<file path="src/common/fc_pkg.sv">
package fc_pkg;
  localparam int CLK_PERIOD_NS = 8;
  localparam int PULSE_NS      = 35;
  localparam int RECOV_NS      = 10;
  localparam int SYNC_STAGES   = 2;
  localparam int PULSE_CYC     =
    (PULSE_NS + CLK_PERIOD_NS - 1) / CLK_PERIOD_NS;
  localparam int RECOV_CYC     =
    (RECOV_NS + CLK_PERIOD_NS - 1) / CLK_PERIOD_NS;
  // read data pass the synchroniser before capture
  localparam int RD_LOW_CYC    = PULSE_CYC + SYNC_STAGES;
  localparam logic [3:0] PULSE_CNT  = 4'(PULSE_CYC - 1);
  localparam logic [3:0] RECOV_CNT  = 4'(RECOV_CYC - 1);
  localparam logic [3:0] RD_LOW_CNT = 4'(RD_LOW_CYC - 1);
  localparam int WORD_W = 9;
  localparam int DEPTH  = 512;
  localparam logic [9:0] DEPTH_CNT = 10'(DEPTH);
  localparam logic [7:0] OFF_CMD    = 8'h00;
  localparam logic [7:0] OFF_WDATA  = 8'h04;
  localparam logic [7:0] OFF_RDATA  = 8'h08;
  localparam logic [7:0] OFF_STATUS = 8'h0c;
  localparam logic [7:0] OFF_CFG    = 8'h10;
  localparam int CMD_WR     = 0;
  localparam int CMD_RD     = 1;
  localparam int CMD_INIT   = 2;
  localparam int CMD_REPLAY = 3;
  localparam int CMD_LOAD   = 4;
  localparam int CFG_EXPAND  = 0;
  localparam int CFG_FIRST   = 1;
  localparam int CFG_LOAD_IN = 2;
  localparam logic [2:0] CFG_RESET = 3'h2;
  localparam int STA_WBUSY  = 0;
  localparam int STA_RBUSY  = 1;
  localparam int STA_SBUSY  = 2;
  localparam int STA_EMPTY  = 3;
  localparam int STA_FULL   = 4;
  localparam int STA_THIRD  = 5;
  localparam int STA_RVALID = 6;
  localparam int STA_RETX   = 7;
  localparam int SY_EMPTY = 9;
  localparam int SY_FULL  = 10;
  localparam int SY_THIRD = 11;
  localparam int SY_XO    = 12;
  localparam int SYNC_W   = 13;
  typedef enum logic [2:0] {
    ENG_IDLE = 3'h1, ENG_LOW = 3'h2, ENG_REC = 3'h4
  } fc_eng_t;
  typedef enum logic [4:0] {
    SEQ_IDLE = 5'h01, SEQ_INIT = 5'h02, SEQ_REPLAY = 5'h04,
    SEQ_LOAD = 5'h08, SEQ_REC = 5'h10
  } fc_seq_t;
endpackage

</file>
<file path="src/common/fc_sync_if.sv">
`timescale 1ns/1ps
`default_nettype none
interface fc_sync_if #(parameter int W = 13);
  logic [W-1:0] q;
  modport src (output q);
  modport dst (input q);
endinterface
`default_nettype wire

</file>
<file path="src/core/fc_pin_sync.sv">
`timescale 1ns/1ps
`default_nettype none
module fc_pin_sync #(
  parameter int W = 13
) (
  input  wire logic         core_clk,
  input  wire logic         sys_rst,
  input  wire logic [W-1:0] raw,
  fc_sync_if.src            sy
);
  typedef struct packed {
    logic [W-1:0] s1;
    logic [W-1:0] s2;
  } fc_sync_st_t;

  fc_sync_st_t s;
  fc_sync_st_t n;

  // first stage feeds only the second stage
  always_comb begin
    n    = s;
    n.s1 = raw;
    n.s2 = s.s1;
    if (sys_rst) begin
      n = '0;
    end
  end

  always_ff @(posedge core_clk) begin
    s <= n;
  end

  assign sy.q = s.s2;
endmodule // fc_pin_sync
`default_nettype wire

</file>
<file path="src/core/fc_ctrl.sv">
// Summary of operation
// device stores input word while write strobe low, advances after rise
// device drives oldest stored word while read strobe is low
// read pointer advances on read strobe rise; next read gets next word
// device output lines float whenever read strobe is high
// init pulse clears pointers and flag registers, device becomes empty
// device addresses internally; no address given, order is kept
// write and read sides run independently at their own rates
// stand-alone: expansion_in held low by the surrounding system
// chained: expansion_in follows the previous device's expansion_out
// replay pin low re-delivers read data, stand-alone mode only
// during load replay pin low loads via output lines, high via inputs
// chained: replay pin low on first device, high on the others
// input words go to array on write, flag registers on load
// empty output is empty when unconfigured, near-empty once configured
// unconfigured device gives empty, full and half-full flags
// configured device gives near-empty and near-full, own offsets each; fc_dev_model uses one loaded offset for both
// configured third flag is half-full or full/empty by config bit
// initialise by pulsing init low with both strobes held high
// device ignores writes while full, stored words unchanged
// device ignores reads while empty, outputs stay floating
// replay rewinds read pointer only; valid below 512 writes since init
`timescale 1ns/1ps
`default_nettype none
module fc_ctrl
  import fc_pkg::*;
(
  input  wire logic              core_clk,
  input  wire logic              sys_rst,
  input  wire logic              hsel,
  input  wire logic [31:0]       haddr,
  input  wire logic [1:0]        htrans,
  input  wire logic              hwrite,
  input  wire logic [2:0]        hsize,
  input  wire logic [31:0]       hwdata,
  input  wire logic              hready,
  output logic                   hreadyout,
  output logic [31:0]            hrdata,
  output logic                   hresp,
  output logic                   init_pulse_n,
  output logic                   write_strobe_n,
  output logic                   read_strobe_n,
  output logic [WORD_W-1:0]      write_word_lines,
  input  wire logic [WORD_W-1:0] read_word_lines_i,
  output logic [WORD_W-1:0]      read_word_lines_o,
  output logic                   read_word_lines_oe,
  output logic                   replay_or_load_side_pin,
  output logic                   expansion_in,
  input  wire logic              prev_expansion_out_n,
  input  wire logic              empty_or_near_empty_out_n,
  input  wire logic              full_flag_n,
  input  wire logic              half_full_flag_n
);
  typedef struct packed {
    fc_seq_t          seq;
    fc_eng_t          we;
    fc_eng_t          re;
    logic [3:0]       sc;
    logic [3:0]       wc;
    logic [3:0]       rc;
    logic [9:0]       nwr;
    logic [WORD_W-1:0] wdata;
    logic [WORD_W-1:0] rdata;
    logic             rvalid;
    logic [2:0]       cfg;
    logic             init_n;
    logic             wr_n;
    logic             rd_n;
    logic             replay;
    logic             xi;
    logic             oe;
    logic [WORD_W-1:0] wl;
    logic [WORD_W-1:0] ql;
    logic             ap_wr;
    logic             ap_rd;
    logic [7:0]       ap_addr;
    logic             ready;
    logic             resp;
    logic [31:0]      rdw;
  } fc_st_t;

  localparam fc_st_t ST_RST = '{seq: SEQ_IDLE, we: ENG_IDLE,
    re: ENG_IDLE, cfg: CFG_RESET, init_n: 1'b1, wr_n: 1'b1,
    rd_n: 1'b1, replay: 1'b1, ready: 1'b1, default: '0};

  function automatic logic hit(input logic [7:0] a,
                               input logic [7:0] off);
    return a[7:2] == off[7:2];
  endfunction

  fc_st_t            s;
  fc_st_t            n;
  logic              ap;
  logic              wr_go;
  logic              rd_go;
  logic              pin_idle;
  logic [4:0]        cmd;
  logic [31:0]       stat;

  fc_sync_if #(.W(SYNC_W)) sy ();

  fc_pin_sync #(.W(SYNC_W)) u_sync (
    .core_clk (core_clk),
    .sys_rst  (sys_rst),
    .raw      ({prev_expansion_out_n, half_full_flag_n, full_flag_n,
                empty_or_near_empty_out_n, read_word_lines_i}),
    .sy       (sy.src)
  );

  always_comb begin
    n       = s;
    n.resp  = 1'b0;
    n.ready = 1'b1;
    stat    = '0;
    // flags seen as status
    stat[STA_WBUSY]  = s.we != ENG_IDLE;
    stat[STA_RBUSY]  = s.re != ENG_IDLE;
    stat[STA_SBUSY]  = s.seq != SEQ_IDLE;
    stat[STA_EMPTY]  = sy.q[SY_EMPTY];
    stat[STA_FULL]   = sy.q[SY_FULL];
    stat[STA_THIRD]  = sy.q[SY_THIRD];
    stat[STA_RVALID] = s.rvalid;
    stat[STA_RETX]   = s.nwr < DEPTH_CNT;
    ap = hsel && htrans[1] && hready && hsize == 3'h2;
    n.ap_wr   = ap && hwrite;
    n.ap_rd   = ap && !hwrite;
    n.ap_addr = haddr[7:0];
    // one wait state lets read data leave a register
    if (ap && !hwrite) begin
      n.ready = 1'b0;
    end
    if (s.ap_rd) begin
      n.rdw = '0;
      if (hit(s.ap_addr, OFF_WDATA)) begin
        n.rdw[WORD_W-1:0] = s.wdata;
      end
      if (hit(s.ap_addr, OFF_RDATA)) begin
        n.rdw[WORD_W-1:0] = s.rdata;
        n.rvalid = 1'b0;
      end
      if (hit(s.ap_addr, OFF_STATUS)) begin
        n.rdw = stat;
      end
      if (hit(s.ap_addr, OFF_CFG)) begin
        n.rdw[2:0] = s.cfg;
      end
    end
    cmd = (s.ap_wr && hit(s.ap_addr, OFF_CMD)) ? hwdata[4:0] : 5'h00;
    if (s.ap_wr && hit(s.ap_addr, OFF_WDATA)) begin
      n.wdata = hwdata[WORD_W-1:0];
    end
    if (s.ap_wr && hit(s.ap_addr, OFF_CFG)) begin
      n.cfg = hwdata[2:0];
    end
    // separate engines
    wr_go = cmd[CMD_WR] && s.we == ENG_IDLE && s.seq == SEQ_IDLE;
    rd_go = cmd[CMD_RD] && s.re == ENG_IDLE && s.seq == SEQ_IDLE;
    // word held across rising edge
    case (s.we)
      ENG_IDLE: begin
        if (wr_go) begin
          n.we   = ENG_LOW;
          n.wr_n = 1'b0;
          n.wl   = s.wdata;
          n.wc   = PULSE_CNT;
        end
      end
      ENG_LOW: begin
        n.wc = s.wc - 4'h1;
        if (s.wc == 4'h0) begin
          n.we   = ENG_REC;
          n.wr_n = 1'b1;
          n.wc   = RECOV_CNT;
          if (s.nwr != DEPTH_CNT) begin
            n.nwr = s.nwr + 10'h001;
          end
        end
      end
      ENG_REC: begin
        n.wc = s.wc - 4'h1;
        if (s.wc == 4'h0) begin
          n.we = ENG_IDLE;
        end
      end
      default: n.we = ENG_IDLE;
    endcase
    // capture before strobe rises
    case (s.re)
      ENG_IDLE: begin
        if (rd_go) begin
          n.re   = ENG_LOW;
          n.rd_n = 1'b0;
          n.rc   = RD_LOW_CNT;
        end
      end
      ENG_LOW: begin
        n.rc = s.rc - 4'h1;
        if (s.rc == 4'h0) begin
          n.re     = ENG_REC;
          n.rd_n   = 1'b1;
          n.rc     = RECOV_CNT;
          n.rdata  = sy.q[WORD_W-1:0];
          n.rvalid = 1'b1;
        end
      end
      ENG_REC: begin
        n.rc = s.rc - 4'h1;
        if (s.rc == 4'h0) begin
          n.re = ENG_IDLE;
        end
      end
      default: n.re = ENG_IDLE;
    endcase
    case (s.seq)
      SEQ_IDLE: begin
        if (s.we == ENG_IDLE && s.re == ENG_IDLE && !wr_go && !rd_go) begin
          // init with both strobes high
          if (cmd[CMD_INIT]) begin
            n.seq    = SEQ_INIT;
            n.init_n = 1'b0;
            n.sc     = PULSE_CNT;
          // replay guarded
          end else if (cmd[CMD_REPLAY] && !s.cfg[CFG_EXPAND] &&
                       s.nwr < DEPTH_CNT) begin
            n.seq    = SEQ_REPLAY;
            n.replay = 1'b0;
            n.sc     = PULSE_CNT;
          // load side select
          end else if (cmd[CMD_LOAD]) begin
            n.seq    = SEQ_LOAD;
            n.init_n = 1'b0;
            n.wr_n   = 1'b0;
            n.replay = s.cfg[CFG_LOAD_IN];
            n.oe     = !s.cfg[CFG_LOAD_IN];
            n.wl     = s.wdata;
            n.ql     = s.wdata;
            n.sc     = PULSE_CNT;
          end
        end
      end
      SEQ_INIT, SEQ_REPLAY, SEQ_LOAD: begin
        n.sc = s.sc - 4'h1;
        if (s.sc == 4'h0) begin
          if (s.seq != SEQ_REPLAY) begin
            n.nwr = '0;
          end
          n.seq    = SEQ_REC;
          n.init_n = 1'b1;
          n.wr_n   = 1'b1;
          n.oe     = 1'b0;
          n.sc     = RECOV_CNT;
        end
      end
      SEQ_REC: begin
        n.sc = s.sc - 4'h1;
        if (s.sc == 4'h0) begin
          n.seq = SEQ_IDLE;
        end
      end
      default: n.seq = SEQ_IDLE;
    endcase
    // chain position level
    pin_idle = s.cfg[CFG_EXPAND] ? !s.cfg[CFG_FIRST] : 1'b1;
    if (n.seq == SEQ_IDLE || n.seq == SEQ_REC) begin
      n.replay = pin_idle;
    end
    // expansion input source
    n.xi = s.cfg[CFG_EXPAND] ? sy.q[SY_XO] : 1'b0;
    if (sys_rst) begin
      n = ST_RST;
    end
  end

  always_ff @(posedge core_clk) begin
    s <= n;
  end

  assign hreadyout               = s.ready;
  assign hrdata                  = s.rdw;
  assign hresp                   = s.resp;
  assign init_pulse_n            = s.init_n;
  assign write_strobe_n          = s.wr_n;
  assign read_strobe_n           = s.rd_n;
  assign write_word_lines        = s.wl;
  assign read_word_lines_o       = s.ql;
  assign read_word_lines_oe      = s.oe;
  assign replay_or_load_side_pin = s.replay;
  assign expansion_in            = s.xi;
endmodule // fc_ctrl
`default_nettype wire

</file>
<file path="config.mk">
export PLATFORM = sky130hd
export DESIGN_NAME = fc_ctrl
export DESIGN_NICKNAME = d
export VERILOG_FILES = /design/src/common/fc_pkg.sv /design/src/common/fc_sync_if.sv /design/src/core/fc_pin_sync.sv /design/src/core/fc_ctrl.sv
export SDC_FILE = /design/constraint.sdc
export NUM_CORES = 1
export LEC_CHECK = 0
export ABC_AREA = 1
export BUFFER_PORTS_ARGS = -buffer_cell sky130_fd_sc_hd__buf_2
export CAP_MARGIN = 10
export CELL_PAD_IN_SITES_DETAIL_PLACEMENT = 0
export CELL_PAD_IN_SITES_GLOBAL_PLACEMENT = 1
export CORE_ASPECT_RATIO = 0.9
export CORE_MARGIN = 2
export CORE_UTILIZATION = 34
export CTS_CLUSTER_DIAMETER = 60
export DETAILED_ROUTE_END_ITERATION = 16
export MAX_ROUTING_LAYER = met4
export PLACE_DENSITY_LB_ADDON = 0.1
export REMOVE_ABC_BUFFERS = 1
export SYNTH_ARGS = -nofsm -noshare
export SYNTH_HDL_FRONTEND = slang
export SYNTH_SLANG_ARGS = --single-unit
</file>
<file path="constraint.sdc">
create_clock -name core_clk -period 1.66 [get_ports core_clk]
set_input_delay 0.249 -clock core_clk [delete_from_list [all_inputs] [get_ports core_clk]]
set_output_delay 0.249 -clock core_clk [all_outputs]
set_load 0.005 [all_outputs]
</file>
# Yosys cells after proc, flatten, opt, wreduce, memory -nomap -nowiden
# Index checks and enable logic that the tools add are counted.
dict set report op_classes {
  n_addsub 4
  magnitude_cmp 1
  eq_ne 38
  mux 72
  bitwise_logic 3
  n_reduce_logical 49
}
# operator count
set op_table {}
lappend op_table {{two-way mux 19 bit} 4}
lappend op_table {{two-way mux 10 bit} 6}
lappend op_table {{two-way mux 9 bit} 5}
lappend op_table {{two-way mux 4 bit} 9}
lappend op_table {{case mux 4 bit (3 select lines)} 3}
lappend op_table {{two-way mux 5 bit} 7}
lappend op_table {{two-way mux 3 bit} 7}
lappend op_table {{inequality test 2 bit, second input constant} 10}
lappend op_table {{two-way mux 1 bit} 19}
lappend op_table {{two-way mux 18 bit} 1}
lappend op_table {{case mux 3 bit (3 select lines)} 2}
lappend op_table {{logical AND 1 bit} 17}
lappend op_table {{case mux 5 bit (3 select lines)} 1}
lappend op_table {{== test 6 x 2 -> 1 bit, second input constant} 2}
lappend op_table {{logical NOT 4 bit} 3}
lappend op_table {{AND reduction 3 bit} 4}
lappend op_table {{nonzero test 3 bit} 4}
lappend op_table {{subtractor 4 x 1 -> 4 bit, second input constant} 3}
lappend op_table {{adder 10 x 1 -> 10 bit, second input constant} 1}
lappend op_table {{== test 5 x 1 -> 1 bit, second input constant} 2}
lappend op_table {{== test 5 bit, second input constant} 2}
lappend op_table {{less-than comparator 10 bit, second input constant} 1}
lappend op_table {{inequality test 10 bit, second input constant} 1}
lappend op_table {{AND reduction 5 bit} 2}
lappend op_table {{27 further kinds} 51}
dict set report word_totals {
  register_bits 149
  input_bits 87
  wordCells 194
}

# Longest topological paths before layout
# Gate-level depths: netlist of run 1.
dict set report depth {
  ltp_word 14
  depth_mapped 13
}

# Cells and area by module
# Synthesis of run 1 repeated with hierarchy kept, for this count alone.
dict set report unflattened {
  hier_cells 767
  hier_area_um2 5750.5
}
# mod instances cells_per_inst area_each_um2 seq_area_each_um2
set by_module_without_submodules {}
lappend by_module_without_submodules {fc_ctrl 1 673 4901.0 1941.9}
lappend by_module_without_submodules {fc_pin_sync 1 94 849.6 520.5}

# Least setup slack after synthesis of run 1
# No wires, ideal clock.
dict set report synth_path {
  path_type {register to register}
  start {register s[38] (netlist bit)}
  end {register s, in the netlist write_word_lines[8]}
  t_arrival_ps 1458
  slack_ps 77
  stages_incl_launch_ff 14
  n_path_buf 1
  synth_period_minus_slack_ps 1583
  cell_sequence {dfxtp_1 nor2_4 nand2_2 nor2_8 nand2_2 nor2_2 nand2_1 clkinv_1 nand3_4 nand2_4 buf_6 nand2_1 o21ai_2 nor2_2}
}
dict set report synth_via {
  elab_chain_len 12
}
# element line_no
set synth_rtl {}
lappend synth_rtl {{start: declaration} fc_ctrl.sv:91} ;# fc_st_t s;
lappend synth_rtl {{start signal: assignment} fc_ctrl.sv:275} ;# s <= n;
lappend synth_rtl {{logical NOT 6 bit (*)} fc_ctrl.sv:88} ;# return a[7:2] == off[7:2];
lappend synth_rtl {{logical AND 1 bit (*)} fc_ctrl.sv:148} ;# cmd = (s.ap_wr && hit(s.ap_addr, OFF_CMD)) ? hwdata[4:0] : 5'h00;
lappend synth_rtl {{two-way mux 5 bit (*)} fc_ctrl.sv:148}
lappend synth_rtl {{logical AND 1 bit (2 in series)} fc_ctrl.sv:156} ;# wr_go = cmd[CMD_WR] && s.we == ENG_IDLE && s.seq == SEQ_IDLE;
lappend synth_rtl {{two-way mux 9 bit} fc_ctrl.sv:161} ;# if (wr_go) begin
lappend synth_rtl {{two-way mux 9 bit} fc_ctrl.sv:159} ;# case (s.we)
lappend synth_rtl {{two-way mux 19 bit} fc_ctrl.sv:229} ;# end else if (cmd[CMD_LOAD]) begin
lappend synth_rtl {{two-way mux 19 bit} fc_ctrl.sv:223} ;# end else if (cmd[CMD_REPLAY] && !s.cfg[CFG_EXPAND] &&
lappend synth_rtl {{two-way mux 19 bit} fc_ctrl.sv:218} ;# if (cmd[CMD_INIT]) begin
lappend synth_rtl {{two-way mux 19 bit} fc_ctrl.sv:216} ;# if (s.we == ENG_IDLE && s.re == ENG_IDLE && !wr_go && !rd_go) begin
lappend synth_rtl {{two-way mux 18 bit (*)} fc_ctrl.sv:214} ;# case (s.seq)
# Every way passes the cells marked *; elsewhere a longest branch is shown, timed or not. The select of a mux whose other input is x is not followed.
# A chain may end at the register's enable or synchronous reset.

# Final worst setup path of run 1
dict set report layout_path {
  start {register s[39] (netlist bit)}
  end {register s, in the netlist write_word_lines[8]}
}
# Same word-level chain as after synthesis.

==> reports/qor.txt, run 1 <==
Status - finished with violations
Failing checks - negative setup slack
Total track usage - 16.14%
N_diodes - 0
Starting Density - 34.35%
Root buf cell - clkbuf_16
Worst-case clock buffer depth - 2
Fin. Hold Viols - 0
Clock Skew - 6.002 ps
DRC errors left - 0
Die X - 137.9 um
TritonCTS buffer count - 17
CP Max Fanout - 7
Gpl congestion - 0.7880
Fmax - 0.6016 GHz
Critical Path Start Type - register
Fillcell total - 1,667
Crit path required time - 1950 ps
Cell area after layout - 7138 um2
Post-route minimum period - 1662 ps
Post-DRT Antenna Nets - 0
Worst setup margin - -2.271 ps
Cell at the slowest stage of the critical path - dfxtp_2
Fin crit share - 100.1%
Pwr Total - 7721 uW
P&R area growth vs syn - 30.16%
Placed instance count - 1,027
Clk_lat worst skew - 420 ps
First-pass GRT wire length - 20,940 um
Die height - 124.5 um
Library cells used by synthesis - 42
Synth Warn # - 0
# nets final - 942
Post-Syn Area - 5484 um2
Max_cap viols - 0
Cell leakage power - 0.003342 uW
Seq cells post-synth - 123
Global route overflow - 0
Die Area - 17,160 um2
Final cell count without fillers - 1,067
Fin. max-slew vios - 0
Avg Inst Size Synth - 7.502 um2
Sequential-to-total area share from yosys stat - 44.90%
WHS - 22.35 ps
Initial antenna violation count - 0
Slew @ Worst Pin - 608.3 ps
Ports - 145
Final wirelength - 12,800 um
Worst hold path type - primary input to register
FFs w/ async S/R, synth - 0%
PwrDens - 1082 nW/um2
Share of cells above drive strength 1 - 30.70%
DRT Pass-1 Iters - 4
Critical path buffer and inverter count - 2
Crit path kind - register to register
CTS tree - yes
CP max stage delay - 330 ps
Most common flop cell mapped by yosys - dfxtp_1
Final setup fails - 1
Placed inst area - 6217 um2
Max-slew headroom - 59.45%
Routed vias/inst - 4.390
CTS sink cnt - 123
Mapped Cells - 731
Post-synth EDFFs - 0
Worst-path clk slew - 60 ps
Vias - 4,684
Largest net degree at the start of global routing - 55
Most frequent cells in the layout - dfxtp_1, nor2_1, inv_1
HPWL reported at the end of detailed placement - 9344 um
Number of global-route vias before repair - 4,413
Most common cell after layout, fill and taps aside - dfxtp_1
Initial DRC count - 224
WP data arrival - 1960 ps
H-tree depth - 4
CP Cell Sequence - nor2_4 -> nand2_4 -> nor2_8 -> buf_6 -> nand3_4 -> nand2_4 -> nor2_4 -> nand3_4 -> nand2_8 -> buf_4 -> o21ai_2 -> nor2_2
Max rail drop VDD - 0.7851 mV
RSZ-0062 raised after global routing - true
Core Rows - 44
Delay-heaviest family, CP - simple AND/OR/NAND/NOR gates
Final core utilization - 44.71%
Count of input and output buffers - 70
Crit. End Element - register
CORE AREA - 15,970 um2
Post-detailed-route wirelength per cell - 12.00 um
power by group:
| part | total [uW] | internal, uW | switching, uW |
|---|---|---|---|
| Combinational | 950 | 361 | 589 |
| Sequential | 3150 | 3090 | 58.8 |
| Clock | 3620 | 2110 | 1510 |
| Total | 7720 | 5570 | 2150 |
synth_stat cells, types with 4 or more instances:
library cell	instances	area, um2
nor3_1	10	50.05
nand2_1	80	300.3
clkbuf_1	11	41.29
buf_4	52	390.4
a21oi_1	55	275.3
nor2_2	7	43.79
nand3_1	29	145.1
ha_1	8	100.1
o21ai_1	12	60.06
o21ai_0	54	270.3
xor2_1	5	43.79
a31oi_1	6	37.54
nand2_2	7	43.79
inv_1	104	390.4
dfxtp_1	123	2462
buf_1	4	15.01
inv_2	4	15.01
nand4_1	8	50.05
nor2_1	118	442.9
kinds of logic (layout without fill, tap and decap cells):
kind of cell    count (synthesis)  in the layout  share of synthesized area, %
buf+inv                       180            286                         16.04
compound gates                140            140                         13.69
fa+ha+maj                       8              8                         1.825
simple gates                  272            272                         22.36
xor+xnor                        7              7                         1.118
flops                         123            123                         44.90
other cells                     1             24                       0.06838
final timing paths:
check                           cells past startpoint                   to  slack (ps)         start
worst max-delay path                               12  write_word_lines[8]          -2         s[39]
worst min register to register                      2      u_sync.sy.q[11]         400  u_sync.s[24]
worst max register to register                     12  write_word_lines[8]          -2         s[39]
worst min-delay path                                3                s[41]          20      haddr[7]
flip-flops by register name (all words and copies together), names as in the netlist:
signal	cells
expansion_in	1
hrdata	9
read_word_lines_oe	1
read_word_lines_o	9
init_pulse_n	1
hreadyout	1
u_sync.s	13
replay_or_load_side_pin	1
write_strobe_n	1
s	63
u_sync.sy.q	13
read_strobe_n	1
write_word_lines	9
metrics by stage:
| stage | TNS, ps | setup slack, ps |
|---|---|---|
| 4_1_cts | -4.896 | -3.850 |
| 3_5_place_dp | -1375 | -97.52 |
| 2_1_floorplan | 0 | 8.232 |
| 5_1_grt | -1569 | -104.9 |
| 6_report | -2.271 | -2.271 |
| 3_3_place_gp | -910.1 | -59.58 |
final cells by class:
class | instances | area (um2) | share of cell area, %
clock inverter | 15 | 156.4 | 2.191
clock buffer | 17 | 425.4 | 5.960
multi-input combinational | 451 | 2472 | 34.64
timing repair buffer | 143 | 935.9 | 13.11
sequential | 123 | 2469 | 34.58
inverter | 111 | 420.4 | 5.890
tap | 207 | 259.0 | 3.628
what timing repair did:
action	in CTS	in global routing
hold buffers	1	0
pin swaps	8	18
setup endpoints to repair	35	44
buffers inserted	2	5
hold endpoints to repair	1	0
resized for setup	23	74
routing by layer:
metal,vias up,wire (um),share of wire [%],GRT usage [%]
met5,-,0,0,-
met4,0,172,1.3,5.462
met3,14,640,5.0,4.355
met2,77,5719,45,23.53
met1,2108,6267,49,21.58
li1,2485,-,-,-
worst register-to-register path: stages, from the launching register on:
cell	delay [ps]
dfxtp_2	330
nor2_4	130
nand2_4	70
nor2_8	170
buf_6	120
nand3_4	60
nand2_4	90
nor2_4	60
nand3_4	120
nand2_8	90
buf_4	140
o21ai_2	110
nor2_2	40
Note: power is estimated with default switching activity, not from simulation.
==> inputs of run 2 (changes only) <==
--- a/config.mk
+++ b/config.mk
@@ -11,13 +11,15 @@
 export CELL_PAD_IN_SITES_DETAIL_PLACEMENT = 0
 export CELL_PAD_IN_SITES_GLOBAL_PLACEMENT = 1
 export CORE_ASPECT_RATIO = 0.9
-export CORE_MARGIN = 2
+export CORE_MARGIN = 1
 export CORE_UTILIZATION = 34
 export CTS_CLUSTER_DIAMETER = 60
 export DETAILED_ROUTE_END_ITERATION = 16
+export HOLD_SLACK_MARGIN = 0.12
 export MAX_ROUTING_LAYER = met4
 export PLACE_DENSITY_LB_ADDON = 0.1
 export REMOVE_ABC_BUFFERS = 1
+export SLEW_MARGIN = 0
 export SYNTH_ARGS = -nofsm -noshare
 export SYNTH_HDL_FRONTEND = slang
 export SYNTH_SLANG_ARGS = --single-unit
==> reports/qor.txt, run 2 (synthesized netlist as in run 1, its figures left out) <==
Status - completed
Met2 wire len - 6092 um
HPWL reported at the end of detailed placement - 9443 um
Worst hold path type - primary input to register
Final wirelength - 13,290 um
Fin crit share - 99.05%
Die Area - 16,640 um2
Fin. max-slew vios - 0
Worst flop-to-flop path startpoint - s[39]
Share of cells above drive strength 1 - 30.03%
Count of input and output buffers - 70
Setup TNS - 0 ps
Gpl congestion - 0.8198
Critical path buffer and inverter count - 2
P&R area growth vs syn - 36.37%
Fin. Hold Viols - 0
Sw Ratio - 27.49%
Clk pwr share - 45.7%
Critical Path Start - s[39]
Most frequent cells in the layout - dfxtp_1, nor2_1, inv_1
TritonCTS buffer count - 17
Max reg flops - 63
CP max stage delay - 330 ps
Worst hold start - hwdata[2]
Crit path kind - register to register
Total track usage - 17.36%
Sequential share of power - 40.2%
Cell at the slowest stage of the critical path - dfxtp_2
Internal - 5682 uW
PwrDens - 1048 nW/um2
Initial DRC count - 157
DRC errors left - 0
Vias - 4,868
CTS tree - yes
Post-DRT Antenna Nets - 0
CORE AREA - 15,600 um2
CP Cell Sequence - nor2_4 -> nand2_4 -> nor2_8 -> buf_6 -> nand3_4 -> nand2_4 -> nor2_4 -> nand3_4 -> nand2_8 -> buf_6 -> o21ai_1 -> nor2_1
Max rail drop VDD - 0.7597 mV
Most common cell after layout, fill and taps aside - dfxtp_1
Fmax - 0.6082 GHz
CTS sink cnt - 123
Clk_lat worst skew - 420 ps
Crit. End Element - register
Number of global-route vias before repair - 4,553
N_diodes - 0
Post-route minimum period - 1644 ps
First-pass GRT wire length - 21,610 um
Die X - 135.9 um
WP data arrival - 1960 ps
Critical Path Start Type - register
Ports - 145
Initial antenna violation count - 0
Die height - 122.5 um
Root buf cell - clkbuf_16
NetSw - 2155 uW
Crit path required time - 1980 ps
Cell leakage power - 0.003504 uW
RSZ-0062 raised after global routing - true
DRT met1 WL - 6467 um
Delay-heaviest family, CP - simple AND/OR/NAND/NOR gates
Starting Density - 35.15%
Largest net degree at the start of global routing - 31
Largest Register - s
Max_cap viols - 0
# nets final - 981
DR top layer - met4
CP Max Fanout - 7
WL met3 - 551 um
Logic pwr share - 14.1%
Worst-case clock buffer depth - 2
Routed vias/inst - 4.421
Clock Skew - 9.806 ps
DRT Pass-1 Iters - 4
Post-detailed-route wirelength per cell - 12.07 um
H-tree depth - 4
Core Rows - 43
Global route overflow - 0
Worst-path clk slew - 60 ps
Final setup fails - 0
WHS - 178.1 ps
-- run 2: path summary, 6_finish.rpt --
kind	end	slack [ps]	cells past startpoint
setup reg to reg	write_word_lines[4]	20	12
setup / recovery	write_word_lines[4]	20	12
hold / removal	s[119]	180	3
hold reg to reg	u_sync.sy.q[4]	400	2
-- run 2: power by group through the flow --
| stage | logic [uW] | registers [uW] | clock network, uW |
|---|---|---|---|
| finish | 1100 | 3150 | 3580 |
| global route | 1230 | 3170 | 3820 |
| CTS | 986 | 3150 | 3680 |
| detailed placement | 907 | 3210 | 0 |
| global placement | 890 | 3210 | 0 |
| floorplan | 557 | 3200 | 0 |
-- run 2: metrics by stage --
| stage | power, uW | area [um2] | util [%] | worst slack [ps] | std cells |
|---|---|---|---|---|---|
| 2_1_floorplan | 3760 | 5107 | - | 8.232 | 685 |
| 3_3_place_gp | 4100 | 6226 | 39.90 | -44.92 | 1024 |
| 3_5_place_dp | 4121 | 6226 | 39.90 | -68.52 | 1024 |
| 4_1_cts | 7819 | 7157 | 45.87 | -2.269 | 1088 |
| 5_1_grt | 8224 | 7478 | 47.93 | -78.64 | 1101 |
| 6_report | 7836 | 7478 | 47.93 | 15.69 | 1101 |
-- run 2: routing by layer --
metal / vias to the layer above / GRT usage, %
li1: 2560 / -
met1: 2196 / 22.05
met2: 97 / 26.56
met3: 15 / 4.585
met4: 0 / 6.042
met5: - / -
-- run 2: layout make-up --
type / instances / area (um2)
tap: 202 / 252.7
timing repair buffer: 182 / 1305
sequential: 123 / 2472
fill: 1585 / 8124
clock buffer: 18 / 439.2
clock inverter: 14 / 135.1
inverter: 111 / 419.2
multi-input combinational: 451 / 2455
-- run 2: repair_timing --
item | in CTS | in global routing
buffers inserted | 2 | 13
pin swaps | 4 | 20
gates resized for setup | 17 | 77
hold buffers | 30 | 0
hold endpoints to repair | 28 | 0
setup endpoints to repair | 28 | 50
-- run 2: worst register-to-register path: cells and delay by family, from the launching register on --
family | cells | cell delay [ps]
DFF | 1 | 330
buffers and inverters | 2 | 270
AOI/OAI and AO/OA | 1 | 120
and+or+nand+nor | 9 | 840
